$ cat src/pll_fb_params.svh
`ifndef PLL_FB_PARAMS_SVH
`define PLL_FB_PARAMS_SVH

// ****************************************************************
// Register indices (byte address is four times the index)
// ****************************************************************
`define IDX_LOOP_CTRL 10'h101
`define IDX_CP_CURRENT 10'h102
`define IDX_REF_DIV 10'h105
`define IDX_CASC_LOW 10'h10E
`define IDX_CASC_HIGH 10'h10F
`define IDX_VCO_DIV 10'h121
`define IDX_FRAC_B0 10'h130
`define IDX_FRAC_B1 10'h131
`define IDX_FRAC_B2 10'h132
`define IDX_MOD_B0 10'h133
`define IDX_MOD_B1 10'h134
`define IDX_MOD_B2 10'h135
`define IDX_INT_DIV 10'h136
`define IDX_ZD_DIV 10'h137
`define IDX_STATUS 10'h13F

// ****************************************************************
// Field positions
// ****************************************************************
`define BIT_SDM_PD 0
`define BIT_MODE_LO 1
`define BIT_MODE_HI 2
`define BIT_DOUBLER 3

// ****************************************************************
// Reset values and fixed codes
// ****************************************************************
`define RST_LOOP_CTRL 8'h00
`define RST_CP_CURRENT 8'h8D
`define RST_REF_DIV 6'h01
`define RST_CASC_DIV 12'h004
`define RST_VCO_DIV 8'h44
`define RST_FRAC 24'h00_0000
`define RST_MOD 24'h00_0001
`define RST_INT_DIV 8'h32
`define RST_ZD_DIV 7'h01
`define CP_FORCED_CODE 9'h100
`define CASC_DIV_MIN 13'h0004
`define VCO_DIV_MIN 13'h0002
`define RATIO_ONE 13'h0001

`endif

$ cat src/pll_fb_pkg.sv
package pll_fb_pkg;

  typedef logic [12:0] ratio_t;
  typedef logic [23:0] word24_t;

  typedef enum logic [2:0]
  {
    LOOP_FRAC = 3'b001,
    LOOP_LOWPFD = 3'b010,
    LOOP_ZD = 3'b100
  } loop_mode_t;

  typedef enum logic [3:0]
  {
    BUS_IDLE = 4'b0001,
    BUS_WRITE = 4'b0010,
    BUS_RD_FETCH = 4'b0100,
    BUS_RD_DONE = 4'b1000
  } bus_state_t;

endpackage

$ cat src/pll_fb_links.sv
`timescale 1ns/1ps

interface div_link;
  logic step_in;
  logic sync_clr;
  pll_fb_pkg::ratio_t ratio;
  logic step_out;
  modport stage(input step_in, input sync_clr, input ratio, output step_out);
  modport ctl(output step_in, output sync_clr, output ratio, input step_out);
endinterface

interface sdm_link;
  logic en;
  logic step;
  pll_fb_pkg::word24_t frac;
  pll_fb_pkg::word24_t modulus;
  logic carry;
  modport acc(input en, input step, input frac, input modulus, output carry);
  modport ctl(output en, output step, output frac, output modulus, input carry);
endinterface

$ cat src/pll_fb_ctrl.sv
`timescale 1ns/1ps
`include "pll_fb_params.svh"

module pll_fb_ctrl (
  input wire logic MCLK,
  input wire logic RESET,
  input wire logic HSEL,
  input wire logic [11:0] HADDR,
  input wire logic [1:0] HTRANS,
  input wire logic HWRITE,
  input wire logic [2:0] HSIZE,
  input wire logic [31:0] HWDATA,
  input wire logic HREADY,
  output logic [31:0] HRDATA,
  output logic HREADYOUT,
  output logic HRESP,
  input wire logic VCO_CLK,
  input wire logic REF_CLK,
  input wire logic CHAN_SYNC,
  output logic FB_PULSE,
  output logic PFD_REF_PULSE,
  output logic [8:0] CP_CURRENT,
  output logic RZERO_SHORT,
  output logic CPOLE_100PF,
  output logic SDM_POWERDOWN
);

  // ****************************************************************
  // Decoding helpers
  // ****************************************************************
  function automatic logic is_mapped(input logic [9:0] idx);
    case (idx)
      `IDX_LOOP_CTRL, `IDX_CP_CURRENT, `IDX_REF_DIV, `IDX_CASC_LOW, `IDX_CASC_HIGH,
      `IDX_VCO_DIV, `IDX_FRAC_B0, `IDX_FRAC_B1, `IDX_FRAC_B2, `IDX_MOD_B0,
      `IDX_MOD_B1, `IDX_MOD_B2, `IDX_INT_DIV, `IDX_ZD_DIV, `IDX_STATUS:
        is_mapped = 1'b1;
      default:
        is_mapped = 1'b0;
    endcase
  endfunction

  function automatic pll_fb_pkg::ratio_t at_least(input pll_fb_pkg::ratio_t v,
                                                  input pll_fb_pkg::ratio_t lo);
    at_least = (v < lo) ? lo : v;
  endfunction

  // ****************************************************************
  // Pin synchronisers
  // ****************************************************************
  wire logic [2:0] sync_r;
  wire logic [2:0] prev_r;
  wire logic [2:0] pins;

  assign pins = {CHAN_SYNC, REF_CLK, VCO_CLK};

  genvar g;
  generate
    for (g = 0; g < 3; g++)
    begin : g_sync
      logic meta_r;
      logic stage2_r;
      logic last_r;
      assign sync_r[g] = stage2_r;
      assign prev_r[g] = last_r;
      always_ff @(posedge MCLK)
      begin
        if (RESET)
        begin
          meta_r <= 1'b0;
          stage2_r <= 1'b0;
          last_r <= 1'b0;
        end
        else
        begin
          meta_r <= pins[g];
          stage2_r <= meta_r;
          last_r <= stage2_r;
        end
      end
    end
  endgenerate

  // The VCO pin must toggle no faster than a quarter of MCLK to be counted.
  wire logic vco_rise = sync_r[0] & ~prev_r[0];
  wire logic ref_rise = sync_r[1] & ~prev_r[1];
  wire logic ref_fall = ~sync_r[1] & prev_r[1];
  wire logic sync_rise = sync_r[2] & ~prev_r[2];

  // ****************************************************************
  // Register file
  // ****************************************************************
  logic sdm_pd_r;
  logic doubler_r;
  logic [3:0] ctrl_spare_r;
  pll_fb_pkg::loop_mode_t mode_r;
  logic [7:0] cp_r;
  logic [5:0] ref_div_r;
  logic [11:0] casc_r;
  logic [7:0] vco_div_r;
  pll_fb_pkg::word24_t frac_r;
  pll_fb_pkg::word24_t mod_r;
  logic [7:0] int_div_r;
  logic [6:0] zd_div_r;

  pll_fb_pkg::bus_state_t bus_r;
  pll_fb_pkg::bus_state_t bus_nxt;
  logic [9:0] idx_r;
  logic [31:0] rdata_r;

  wire logic accept = HSEL && HTRANS[1] && HREADY;
  wire logic do_write = (bus_r == pll_fb_pkg::BUS_WRITE) && is_mapped(idx_r);
  wire logic [7:0] wbyte = HWDATA[7:0];
  wire logic [7:0] rst_ctrl = `RST_LOOP_CTRL;
  wire logic [1:0] wmode = wbyte[`BIT_MODE_HI:`BIT_MODE_LO];
  wire logic [2:0] mode_bits = mode_r;
  wire logic [1:0] mode_code = (mode_bits == 3'b010) ? 2'b01 :
                               (mode_bits == 3'b100) ? 2'b10 : 2'b00;

  // A reserved code leaves the stored mode alone; the other bits still land.
  wire pll_fb_pkg::loop_mode_t mode_wr =
    (wmode == 2'b00) ? pll_fb_pkg::LOOP_FRAC :
    (wmode == 2'b01) ? pll_fb_pkg::LOOP_LOWPFD :
    (wmode == 2'b10) ? pll_fb_pkg::LOOP_ZD : mode_r;

  wire logic is_frac = mode_r == pll_fb_pkg::LOOP_FRAC;
  wire logic is_lowpfd = mode_r == pll_fb_pkg::LOOP_LOWPFD;
  wire logic is_zd = mode_r == pll_fb_pkg::LOOP_ZD;

  always_ff @(posedge MCLK)
  begin
    if (RESET)
    begin
      {ctrl_spare_r, doubler_r, sdm_pd_r} <= {rst_ctrl[7:4], rst_ctrl[3], rst_ctrl[0]};
      mode_r <= pll_fb_pkg::LOOP_FRAC;
      cp_r <= `RST_CP_CURRENT;
      ref_div_r <= `RST_REF_DIV;
      casc_r <= `RST_CASC_DIV;
      vco_div_r <= `RST_VCO_DIV;
      frac_r <= `RST_FRAC;
      mod_r <= `RST_MOD;
      int_div_r <= `RST_INT_DIV;
      zd_div_r <= `RST_ZD_DIV;
    end
    else if (do_write)
    begin
      case (idx_r)
        `IDX_LOOP_CTRL:
        begin
          sdm_pd_r <= wbyte[`BIT_SDM_PD];
          doubler_r <= wbyte[`BIT_DOUBLER];
          ctrl_spare_r <= wbyte[7:4];
          mode_r <= mode_wr;
        end
        `IDX_CP_CURRENT: cp_r <= wbyte;
        `IDX_REF_DIV: ref_div_r <= wbyte[5:0];
        `IDX_CASC_LOW: casc_r[7:0] <= wbyte;
        `IDX_CASC_HIGH: casc_r[11:8] <= wbyte[3:0];
        `IDX_VCO_DIV: vco_div_r <= wbyte;
        `IDX_FRAC_B0: frac_r[7:0] <= wbyte;
        `IDX_FRAC_B1: frac_r[15:8] <= wbyte;
        `IDX_FRAC_B2: frac_r[23:16] <= wbyte;
        `IDX_MOD_B0: mod_r[7:0] <= wbyte;
        `IDX_MOD_B1: mod_r[15:8] <= wbyte;
        `IDX_MOD_B2: mod_r[23:16] <= wbyte;
        `IDX_INT_DIV: int_div_r <= wbyte;
        `IDX_ZD_DIV: zd_div_r <= wbyte[6:0];
        default: ;
      endcase
    end
  end

  // ****************************************************************
  // Feedback chain: stage A then stage B
  // ****************************************************************
  div_link stage_a ();
  div_link stage_b ();
  sdm_link sdm ();

  wire logic cfg_err = (is_lowpfd && (casc_r < 12'h004)) ||
                       (is_frac && !sdm_pd_r && (frac_r >= mod_r));
  wire pll_fb_pkg::ratio_t int_ratio = at_least({5'h00, int_div_r}, `RATIO_ONE);
  wire pll_fb_pkg::ratio_t carry_ratio = int_ratio + {12'h000, sdm.carry};
  wire pll_fb_pkg::ratio_t m0_ratio = at_least({9'h000, vco_div_r[3:0]}, `VCO_DIV_MIN);
  wire pll_fb_pkg::ratio_t casc_ratio = at_least({1'b0, casc_r}, `CASC_DIV_MIN);
  wire pll_fb_pkg::ratio_t zd_ratio = at_least({6'h00, zd_div_r}, `RATIO_ONE);

  // Fractional: integer plus carry, stage B passes through. Low rate: the
  // product of integer and cascade. Zero delay: primary VCO divider then
  // zero-delay channel divider, whose output leaves only as FB_PULSE.
  assign stage_a.ratio = is_frac ? carry_ratio :
                         is_lowpfd ? int_ratio : m0_ratio;
  assign stage_b.ratio = is_frac ? `RATIO_ONE :
                         is_lowpfd ? casc_ratio : zd_ratio;
  assign stage_a.step_in = vco_rise;
  assign stage_b.step_in = stage_a.step_out;
  assign stage_a.sync_clr = is_zd && sync_rise;
  assign stage_b.sync_clr = is_zd && sync_rise;

  // Only the fractional loop runs the modulator; zero fraction keeps it powered.
  assign sdm.en = is_frac && !sdm_pd_r;
  assign sdm.step = stage_b.step_out;
  assign sdm.frac = frac_r;
  assign sdm.modulus = mod_r;

  pulse_divider u_stage_a (
    .clk(MCLK),
    .rst(RESET),
    .lnk(stage_a)
  );

  pulse_divider u_stage_b (
    .clk(MCLK),
    .rst(RESET),
    .lnk(stage_b)
  );

  sdm_accum u_sdm (
    .clk(MCLK),
    .rst(RESET),
    .lnk(sdm)
  );

  // ****************************************************************
  // Reference scaling and loop filter overrides
  // ****************************************************************
  logic [5:0] ref_cnt_r;
  wire logic [5:0] ref_ratio = (ref_div_r == 6'h00) ? 6'h01 : ref_div_r;
  wire logic ref_wrap = ref_rise && (ref_cnt_r >= ref_ratio - 6'h01);
  wire logic ref_pulse = doubler_r ? (ref_rise || ref_fall) : ref_wrap;

  always_ff @(posedge MCLK)
  begin
    if (RESET)
    begin
      ref_cnt_r <= '0;
      PFD_REF_PULSE <= 1'b0;
      FB_PULSE <= 1'b0;
      CP_CURRENT <= 9'h000;
      RZERO_SHORT <= 1'b0;
      CPOLE_100PF <= 1'b0;
      SDM_POWERDOWN <= 1'b0;
    end
    else
    begin
      if (ref_rise)
        ref_cnt_r <= ref_wrap ? 6'h00 : ref_cnt_r + 6'h01;
      PFD_REF_PULSE <= ref_pulse;
      FB_PULSE <= stage_b.step_out;
      CP_CURRENT <= is_lowpfd ? `CP_FORCED_CODE : {1'b0, cp_r};
      RZERO_SHORT <= is_lowpfd;
      CPOLE_100PF <= is_lowpfd;
      SDM_POWERDOWN <= !sdm.en;
    end
  end

  // ****************************************************************
  // AHB-Lite slave
  // ****************************************************************
  wire logic [7:0] status = {3'b000, cfg_err, sdm.en, mode_bits};
  wire logic [7:0] rd_byte =
    (idx_r == `IDX_LOOP_CTRL) ? {ctrl_spare_r, doubler_r, mode_code, sdm_pd_r} :
    (idx_r == `IDX_CP_CURRENT) ? cp_r :
    (idx_r == `IDX_REF_DIV) ? {2'b00, ref_div_r} :
    (idx_r == `IDX_CASC_LOW) ? casc_r[7:0] :
    (idx_r == `IDX_CASC_HIGH) ? {4'h0, casc_r[11:8]} :
    (idx_r == `IDX_VCO_DIV) ? vco_div_r :
    (idx_r == `IDX_FRAC_B0) ? frac_r[7:0] :
    (idx_r == `IDX_FRAC_B1) ? frac_r[15:8] :
    (idx_r == `IDX_FRAC_B2) ? frac_r[23:16] :
    (idx_r == `IDX_MOD_B0) ? mod_r[7:0] :
    (idx_r == `IDX_MOD_B1) ? mod_r[15:8] :
    (idx_r == `IDX_MOD_B2) ? mod_r[23:16] :
    (idx_r == `IDX_INT_DIV) ? int_div_r :
    (idx_r == `IDX_ZD_DIV) ? {1'b0, zd_div_r} :
    (idx_r == `IDX_STATUS) ? status : 8'h00;

  // Reads take one wait state so a write just before is always seen.
  always_comb
  begin
    case (bus_r)
      pll_fb_pkg::BUS_RD_FETCH:
        bus_nxt = pll_fb_pkg::BUS_RD_DONE;
      pll_fb_pkg::BUS_IDLE, pll_fb_pkg::BUS_WRITE, pll_fb_pkg::BUS_RD_DONE:
        bus_nxt = !accept ? pll_fb_pkg::BUS_IDLE :
                  HWRITE ? pll_fb_pkg::BUS_WRITE : pll_fb_pkg::BUS_RD_FETCH;
      default:
        bus_nxt = pll_fb_pkg::BUS_IDLE;
    endcase
  end

  assign HREADYOUT = bus_r != pll_fb_pkg::BUS_RD_FETCH;
  assign HRESP = 1'b0;
  assign HRDATA = rdata_r;

  always_ff @(posedge MCLK)
  begin
    if (RESET)
    begin
      bus_r <= pll_fb_pkg::BUS_IDLE;
      idx_r <= '0;
      rdata_r <= 32'h0000_0000;
    end
    else
    begin
      bus_r <= bus_nxt;
      if (accept && HREADYOUT)
        idx_r <= HADDR[11:2];
      if (bus_r == pll_fb_pkg::BUS_RD_FETCH)
        rdata_r <= {24'h00_0000, is_mapped(idx_r) ? rd_byte : 8'h00};
    end
  end

endmodule

$ cat src/pulse_divider.sv
`timescale 1ns/1ps

// ****************************************************************
// Counts input steps and emits one step per ratio inputs
// ****************************************************************
module pulse_divider (
  input wire logic clk,
  input wire logic rst,
  div_link.stage lnk
);

  pll_fb_pkg::ratio_t cnt_r;
  logic step_out_r;
  wire logic wrap;

  // The ratio is compared on every input step, so a new ratio at or below
  // the count wraps on the next step and cuts the current period short.
  assign wrap = lnk.step_in && (cnt_r >= (lnk.ratio - 13'h0001));
  assign lnk.step_out = step_out_r;

  always_ff @(posedge clk)
  begin
    if (rst || lnk.sync_clr)
    begin
      cnt_r <= '0;
      step_out_r <= 1'b0;
    end
    else
    begin
      step_out_r <= wrap;
      if (lnk.step_in)
        cnt_r <= wrap ? '0 : cnt_r + 13'h0001;
    end
  end

endmodule

$ cat src/sdm_accum.sv
`timescale 1ns/1ps

// ****************************************************************
// Fraction accumulator: one carry per overflow of fraction/modulus
// ****************************************************************
module sdm_accum (
  input wire logic clk,
  input wire logic rst,
  sdm_link.acc lnk
);

  pll_fb_pkg::word24_t acc_r;
  logic carry_r;
  wire logic [24:0] sum;
  wire logic [24:0] wrapped;
  wire logic over;

  assign sum = {1'b0, acc_r} + {1'b0, lnk.frac};
  assign over = sum >= {1'b0, lnk.modulus};
  assign wrapped = sum - {1'b0, lnk.modulus};
  assign lnk.carry = carry_r;

  // A disabled modulator holds a zero phase so the fraction acts as zero.
  always_ff @(posedge clk)
  begin
    if (rst || !lnk.en)
    begin
      acc_r <= '0;
      carry_r <= 1'b0;
    end
    else if (lnk.step)
    begin
      acc_r <= over ? wrapped[23:0] : sum[23:0];
      carry_r <= over;
    end
  end

endmodule

$ cat config.mk
export PLATFORM = sky130hd
export DESIGN_NAME = pll_fb_ctrl
export DESIGN_NICKNAME = d
export VERILOG_FILES = /design/src/pll_fb_pkg.sv /design/src/pll_fb_links.sv /design/src/pll_fb_ctrl.sv /design/src/pulse_divider.sv /design/src/sdm_accum.sv
export VERILOG_INCLUDE_DIRS = /design/src
export SDC_FILE = /design/constraint.sdc
export NUM_CORES = 1
export LEC_CHECK = 0
export BUFFER_PORTS_ARGS = -buffer_cell sky130_fd_sc_hd__buf_2
export CORE_MARGIN = 8
export CORE_UTILIZATION = 30
export DETAILED_ROUTE_END_ITERATION = 8
export PLACE_DENSITY = 0.47
export REMOVE_ABC_BUFFERS = 1
export SETUP_SLACK_MARGIN = 0.3
export SKIP_CTS_REPAIR_TIMING = 1
export SLEW_MARGIN = 20
export SYNTH_ARGS = -nofsm -noshare
export SYNTH_HDL_FRONTEND = slang
export SYNTH_SLANG_ARGS = --single-unit
$ cat constraint.sdc
create_clock -name MCLK -period 9.89 [get_ports MCLK]
set_input_delay 0.989 -clock MCLK [delete_from_list [all_inputs] [get_ports MCLK]]
set_output_delay 0.989 -clock MCLK [all_outputs]
set_load 0.005 [all_outputs]
## After elaboration in Yosys (flattened, before gate mapping)

Index checks and enable logic that the tools add are counted.

- Output and inout bits: 48
- Flip-flop bits (word level): 209
- Input bits: 57

- Bitwise gates (word level): 8
- Magnitude comparators: 10
- Eq/ne operators: 25
- $add $sub $neg: 9
- Reduce and logical (&&, ||, !) cells: 38
- Mux-type cells: 42

Operators with widths:

| operator | number |
|---|---|
| $eq A10 B9 Y1 const B | 15 |
| $mux W8 | 16 |
| $mux W12 | 3 |
| $reduce_and A2 Y1 | 14 |
| $add A13 B1 Y13 const B | 2 |
| $ge A13 B13 Y1 | 2 |
| $mux W13 | 2 |
| $add A24 B24 Y25 | 1 |
| $ge A25 B24 Y1 | 1 |
| $ge A24 B24 Y1 | 1 |
| $lt A12 B3 Y1 const B | 2 |
| $mux W24 | 1 |
| $sub A24 B24 Y24 | 1 |
| $mux W9 | 2 |
| $mux W3 | 5 |
| $reduce_or A15 Y1 | 1 |
| $mux W7 | 2 |
| $sub A12 B1 Y13 const B | 1 |
| $mux W6 | 2 |
| $logic_and A1 B1 Y1 | 11 |
| $sub A9 B1 Y10 const B | 1 |
| $add A8 B1 Y9 | 1 |
| $lt A8 B1 Y1 const B | 1 |
| $pmux W4 S2 | 1 |
| other kinds (29) | 43 |

## Logic depth before layout (Yosys ltp)

Gate-level depths: netlist (run 1).

- Word-level depth: 20
- Gate-level depth with buffers: 21

## Cells and area by module

Synthesis (run 1) repeated with hierarchy kept, for this count alone.

- Cells, all modules: 1792
- Area total of the unflattened synthesis: 14396.3 sq um

Modules (own cells, without submodules):

| module | cells an instance | sequential area each (sq um) | instances | area an instance (sq um) |
|---|---|---|---|---|
| pll_fb_ctrl | 1028 | 3103.0 | 1 | 8291.7 |
| sdm_accum | 484 | 500.5 | 1 | 3569.7 |
| pulse_divider | 140 | 280.3 | 2 | 1267.5 |

## Least setup slack after synthesis (run 1)

No wires, ideal clock.

- Path type: register to register
- Start point: reg frac_r[0]
- End point: reg u_sdm.acc_r[2]
- Buffers on the path: 1
- Path slack: 5.590 ns
- Required time: 9.768 ns
- Arrival: 4.178 ns
- Stages on the path, launching flop included: 21
- Cell sequence: dfxtp_1 -> ha_1 -> fa_1 -> a211o_1 -> o211ai_1 -> a21o_1 -> nand2_1 -> a21oi_1 -> o211ai_1 -> xor2_1 -> ha_1 -> a21o_1 -> a211o_1 -> a41oi_1 -> nand2_1 -> o21ai_1 -> o2111a_1 -> nor2_1 -> buf_2 -> o211ai_1 -> a21oi_1

- Word-level cells in the longest chain between the ends: 3
- Elaborated cells between the ends (all ways): 4
- Those cells by class: add/sub: 2; order compare: 1; mux: 1

Ends and longest elaborated chain:

| what | line | source |
|---|---|---|
| from (decl) | pll_fb_ctrl.sv:100 | `pll_fb_pkg::word24_t frac_r;` |
| from (signal assigned) | pll_fb_ctrl.sv:139 | `` frac_r <= `RST_FRAC; `` |
| from (signal assigned) | pll_fb_ctrl.sv:159 | `` `IDX_FRAC_B0: frac_r[7:0] <= wbyte; `` |
| $add A24 B24 Y25 * | sdm_accum.sv:18 | `assign sum = {1'b0, acc_r} + {1'b0, lnk.frac};` |
| $sub A24 B24 Y24 / $ge A25 B24 Y1 (equally long branches) | sdm_accum.sv:20, sdm_accum.sv:19 |  |
| $mux W24 * | sdm_accum.sv:33 | `acc_r <= over ? wrapped[23:0] : sum[23:0];` |
| to (signal assigned) | sdm_accum.sv:33 |  |
| to (decl) | sdm_accum.sv:12 | `pll_fb_pkg::word24_t acc_r;` |

Every way passes the cells marked *; elsewhere a longest branch is shown, timed or not.
A chain may end at the register's enable or synchronous reset.

## Final worst setup path (run 1)

- Start point: reg frac_r[0]
- End point: reg u_sdm.acc_r[4]

Same word-level chain as after synthesis.

==> impl_metrics.yaml, run 1 <==
run_status:
  status: "finished clean"
synthesis:
  synth_top_cells_by_count: "214 x nand2_1, 208 x dfxtp_1, 156 x a21oi_1"
  netlist_area_mm2: 0.0134
  netlist.area_leader.share: 0.310
  synth_seq_cells: 208
  syn_area_per_cell_um2: 8.04
  ys_async_sr_fraction: 0
  ys_types: 83
  yosysWarnings: 0
  netlist.top_cell.by_area: "dfxtp_1"
  synth_cells: 1671
  synth_edf_count: 0
  netlist_top_cells_area: "dfxtp_1 31%, ha_1 11%, nand2_1 6.0%, a21oi_1 5.8%, mux2i_1 4.4%"
  synth_ff_type: "dfxtp_1"
  ys_seq_area_frac: 0.310
  yosysMostFrequentCell: "nand2_1"
grt:
  grt_pass1_wl_um: 68000
  track_usage: 0.164
  grt_start_max_net_pins: 59
  grt_pass1_vias: 11800
  gr-total-overflow: 0
  antenna_found_initial: 0
floorplanning:
  start_util: 0.304
  ios: 105
  die_w_um: 228
  die_h_um: 228
  die_area_mm2: 0.0518
  num_rows: 77
  core_mm2: 0.0442
final_layout:
  area_delta_synth_final_pct: 12.1
  antenna-diode-count: 0
  fill_cells: 4613
  finalNetCount: 1859
  regArea_mm2: 0.00416
  drive_gt1_frac: 0.0886
  multi_input_area_mm2: 0.00863
worst_setup_path:
  worstPathMaxFanout: 16
  path_buf_inv: 1
  crit_arrival_ps: 5980
  crit_chain: "ha_1, fa_1, a211o_1, o211ai_1, a21o_1, nand2_1, a21oi_1, a311oi_1, xor2_1, ha_1, o21ai_0, a211oi_1, nor2_1, o21ai_0, o21ai_1, o2111a_1, nor2_2, buf_4, mux2i_1, a21oi_1"
  slowest_stage: "a21oi_1"
  critical_path_class: "reg2reg"
  end_kind: "flop"
  cpPeakStageDelay_ps: 720
  cpLargestDelayFamily: "compound AO/OA/AOI/OAI gates"
  cp.required_ps: 10310
  start_kind: "flop"
routing:
  via_count: 12200
  wire_per_inst_um: 18.8
  drtIter0Drc: 858
  antenna_left: 0
  via_per_inst: 5.29
  routed_wl_um: 43100
  first_pass_iters: 5
  route.detailed.drc: 0
place:
  gp_congestion: 0.862
  dpl.hpwl_um: 31600
  port_buffers: 49
timing:
  finalCritPeriodShare: 0.562
  relSlewSlack: 0.269
  timing.fmax_mhz: 180
  rsz0062_at_grt: "no"
  finalCriticalPeriod_ps: 5560
  fin_tns_setup_ps: 0
  holdWs_ps: 436
  fin_skew_ps: 12.6
  hold_viol_final: 0
  drv_slew: 0
  tightest_slew_ps: 1100
  setup_viol: 0
clock_network:
  clockBufferDepth: 3
  cts.sinks: 208
  cts_max_level: 1
  clock_latency_ps: 570
  cts_tree: "built"
  cts_root_buf: "clkbuf_16"
  numCtsBuffers: 26
  clkSlewWorstSetupHoldPaths_ps: 60
power:
  total_leakage_power_nw: 6.19
  ir_worst_vdd_uv: 134
  powerDensity_mw_per_mm2: 130
flow_run:
  drv_cap: 0
min_path:
  hold_path_class: "reg2reg"
## layout by cell type, fill, tap and decap left out, types with 9 or more instances in the layout
| cell | count |
|---|---|
| and3_1 | 24 |
| o21ai_0 | 72 |
| nor2b_1 | 23 |
| a31oi_1 | 15 |
| a21o_1 | 24 |
| nor2_1 | 122 |
| a22oi_1 | 12 |
| o211ai_1 | 19 |
| and2_1 | 9 |
| nand3_1 | 82 |
| mux2i_1 | 59 |
| inv_1 | 59 |
| buf_4 | 19 |
| buf_2 | 48 |
| o22ai_1 | 11 |
| a21oi_1 | 155 |
| clkbuf_16 | 26 |
| nand2b_1 | 11 |
| xnor2_1 | 46 |
| dfxtp_1 | 208 |
| nor3_1 | 51 |
| nor4_1 | 10 |
| conb_1 | 25 |
| nand4_1 | 23 |
| o21a_1 | 18 |
| xor2_1 | 39 |
| ha_1 | 113 |
| nand2_1 | 214 |
| and4_1 | 9 |
## per-stage QoR
stage	instance area, um^2	cells	power (mW)	util	setup WS (ps)
2_1_floorplan	13000	1592	0.887	-	4810
3_3_place_gp	14100	2251	0.924	0.320	4420
3_5_place_dp	14100	2251	0.924	0.320	4410
4_1_cts	15100	2297	1.98	0.341	4390
5_1_grt	15100	2297	2.02	0.341	3940
6_report	15100	2297	1.96	0.341	4330
## cells by family after synthesis
kind of cell | Yosys count | synth area share
fa+ha+maj | 115 | 0.108
mux | 64 | 0.0498
compound gates | 410 | 0.192
simple gates | 626 | 0.227
xor+xnor | 85 | 0.0554
buf+inv | 162 | 0.0568
other cells | 1 | 0.000279
flops | 208 | 0.310
## metal layers
metal	up-vias	wire [um]	track usage
met3	70	2180	0.0196
li1	5980	-	-
met4	0	1120	0.0482
met2	334	19500	0.269
met5	-	0	0
met1	5768	20300	0.224
## flip-flops by register name (all words and copies together) (netlist names), 4 cells and up
signal / cells
ref_div_r: 6
cp_r: 8
u_stage_b.cnt_r: 13
bus_r: 4
CP_CURRENT: 9
zd_div_r: 7
idx_r: 10
mod_r: 24
frac_r: 24
u_stage_a.cnt_r: 13
HRDATA: 8
vco_div_r: 8
casc_r: 12
ref_cnt_r: 6
u_sdm.acc_r: 24
ctrl_spare_r: 4
int_div_r: 8
## worst paths after layout
kind	startpoint	end	slack (ps)	cells after the start
min reg2reg	g_sync[1].meta_r$_SDFF_PP0_	g_sync[1].stage2_r$_SDFF_PP0_	440	1
max	frac_r[0]$_SDFFE_PP0P_	u_sdm.acc_r[4]$_SDFFE_PP0P_	4330	20
max reg2reg	frac_r[0]$_SDFFE_PP0P_	u_sdm.acc_r[4]$_SDFFE_PP0P_	4330	20
min	g_sync[1].meta_r$_SDFF_PP0_	g_sync[1].stage2_r$_SDFF_PP0_	440	1
## worst register-to-register path, stage by stage (launching register included)
cell	delay, ps
dfxtp_1	320
ha_1	240
fa_1	430
a211o_1	310
o211ai_1	170
a21o_1	190
nand2_1	90
a21oi_1	720
a311oi_1	220
xor2_1	220
ha_1	380
o21ai_0	140
a211oi_1	400
nor2_1	70
o21ai_0	140
o21ai_1	160
o2111a_1	200
nor2_2	300
buf_4	380
mux2i_1	250
a21oi_1	90
## report_power, final
| group | total [mW] | internal (mW) | switching, mW |
|---|---|---|---|
| clock | 1.05 | 0.644 | 0.404 |
| sequential | 0.846 | 0.842 | 0.00380 |
| combinational | 0.0602 | 0.0153 | 0.0448 |
## area by class of cell
cell class / count / area share
clock buffer: 35 / 0.0481
multi-input combinational: 1325 / 0.572
sequential: 208 / 0.276
inverter: 59 / 0.0147
clock inverter: 11 / 0.0138
timing repair buffer: 67 / 0.0254
tap: 592 / 0.0492
Power figures use the tool's default switching activity.
==> run 2: changes to the inputs <==
==> constraint.sdc (replaced) <==
create_clock -name MCLK -period 5.3 [get_ports MCLK]
set_input_delay 0.53 -clock MCLK [delete_from_list [all_inputs] [get_ports MCLK]]
set_output_delay 0.53 -clock MCLK [all_outputs]
set_load 0.005 [all_outputs]
==> impl_metrics.yaml, run 2 (same netlist as run 1, synthesis figures left out) <==
run_status:
  status: "finished clean"
power:
  total_leakage_power_nw: 6.22
  power_mw: 3.51
  ir_worst_vdd_uv: 215
  powerDensity_mw_per_mm2: 232
timing:
  rsz0062_at_grt: "no"
  relSlewSlack: 0.317
  drv_slew: 0
  tightest_slew_ps: 1020
  hold_viol_final: 0
  timing.fmax_mhz: 208
  finalCritPeriodShare: 0.908
  setup_viol: 0
  finalCriticalPeriod_ps: 4810
  fin_tns_setup_ps: 0
  fin_ws_ps: 487
  holdWs_ps: 131
  fin_skew_ps: 29.0
floorplanning:
  die_w_um: 228
  ios: 105
  num_rows: 77
  core_mm2: 0.0442
  start_util: 0.304
  die_h_um: 228
  die_area_mm2: 0.0518
flow_run:
  drv_cap: 0
final_layout:
  layout_common_cells: "214 x nand2_1, 208 x dfxtp_1, 154 x a21oi_1, 121 x nor2_1, 113 x ha_1"
  final_common_cell: "nand2_1"
  antenna-diode-count: 0
  finalNetCount: 1868
  final_cells: 2307
  drive_gt1_frac: 0.0968
  reg_top3: "frac_r (24), mod_r (24), u_sdm.acc_r (24)"
  area_delta_synth_final_pct: 12.7
  fill_cells: 4688
routing:
  routed_wl_um: 43900
  antenna_left: 0
  first_pass_iters: 6
  wire_per_inst_um: 19.0
  drtIter0Drc: 959
  via_count: 12300
  via_per_inst: 5.35
  route.detailed.drc: 0
clock_network:
  clockBufferDepth: 3
  cts_max_level: 1
  clock_latency_ps: 560
  cts.sinks: 208
  cts_tree: "built"
  numCtsBuffers: 27
  clkSlewWorstSetupHoldPaths_ps: 60
  cts_root_buf: "clkbuf_16"
place:
  dp_cells: 2257
  pre_cts_ws_ps: 473
  port_buffers: 49
  dpl.hpwl_um: 32100
  gp_congestion: 0.873
worst_setup_path:
  start_kind: "flop"
  crit_arrival_ps: 5220
  end_kind: "flop"
  worstPathMaxFanout: 13
  cp.required_ps: 5700
  critical_path_class: "reg2reg"
grt:
  antenna_found_initial: 0
  grt_start_max_net_pins: 66
  grt_pass1_wl_um: 68200
  grt_pass1_vias: 11700
  gr-total-overflow: 0
  track_usage: 0.165
min_path:
  hold_path_class: "in2reg"
-- run 2: cell types whose count changed in the layout (fill, tap and decap cells not counted), moves of 2 or more --
cell       before  now
buf_4          19   24
buf_12          0    2
bufinv_16       5    2
clkbuf_1        5    9
-- run 2: layer usage --
layer  vias to the layer above  GRT usage  wire [um]  share of wire
li1                       6021          -          -              -
met1                      5903      0.231      20800           0.47
met2                       341      0.268      20000           0.46
met3                        70     0.0159       1970          0.045
met4                         0     0.0472       1140          0.026
met5                         -          0          0              0
-- run 2: power by group --
part | leakage, nW | internal (mW) | switching [mW]
Combinational | 4.12 | 0.0282 | 0.0838
Clock | 0.421 | 1.09 | 0.726
Sequential | 1.68 | 1.57 | 0.00838
-- run 2: critical path, stage by stage (launching register included) --
cell and delay (ps):
dfxtp_1 330, ha_1 240, fa_1 430, a211o_1 310, o211ai_1 180, a21o_1 220, nand2_1 100, a21oi_1 160
buf_4 190, o211ai_1 120, xor2_1 170, ha_1 360, a21o_1 200, a211o_1 300, a41oi_2 180, nand2_1 120
o21ai_4 240, o2111a_2 280, nor2_4 60, buf_12 150, mux2i_1 190, a21oi_1 90
-- run 2: final timing paths --
check | slack [ps] | cells past startpoint | from | end
setup / recovery | 490 | 21 | frac_r[0]$_SDFFE_PP0P_ | u_sdm.acc_r[19]$_SDFFE_PP0P_
hold / removal | 130 | 2 | HWRITE | bus_r[2]$_SDFF_PP0_
setup reg to reg | 490 | 21 | frac_r[0]$_SDFFE_PP0P_ | u_sdm.acc_r[19]$_SDFFE_PP0P_
hold reg to reg | 440 | 1 | g_sync[1].meta_r$_SDFF_PP0_ | g_sync[1].stage2_r$_SDFF_PP0_
-- run 2: final cells by class --
type                    instances  area [um^2]  area share
multi-input cells            1325         8680       0.573
flip-flops and latches        208         4160       0.275
clock buffers                  40          764      0.0505
well taps                     592          741      0.0489
repair buffers                 75          472      0.0311
inverters                      59          221      0.0146
clock inverters                 8          100     0.00661
-- run 2: metrics by stage --
| stage | cell area (um^2) | utilization |
|---|---|---|
| final | 15100 | 0.342 |
| after floorplan | 13000 | - |
| after global placement | 14200 | 0.321 |
| after CTS | 15100 | 0.341 |
| after global routing | 15100 | 0.342 |
| after detailed placement | 14200 | 0.321 |
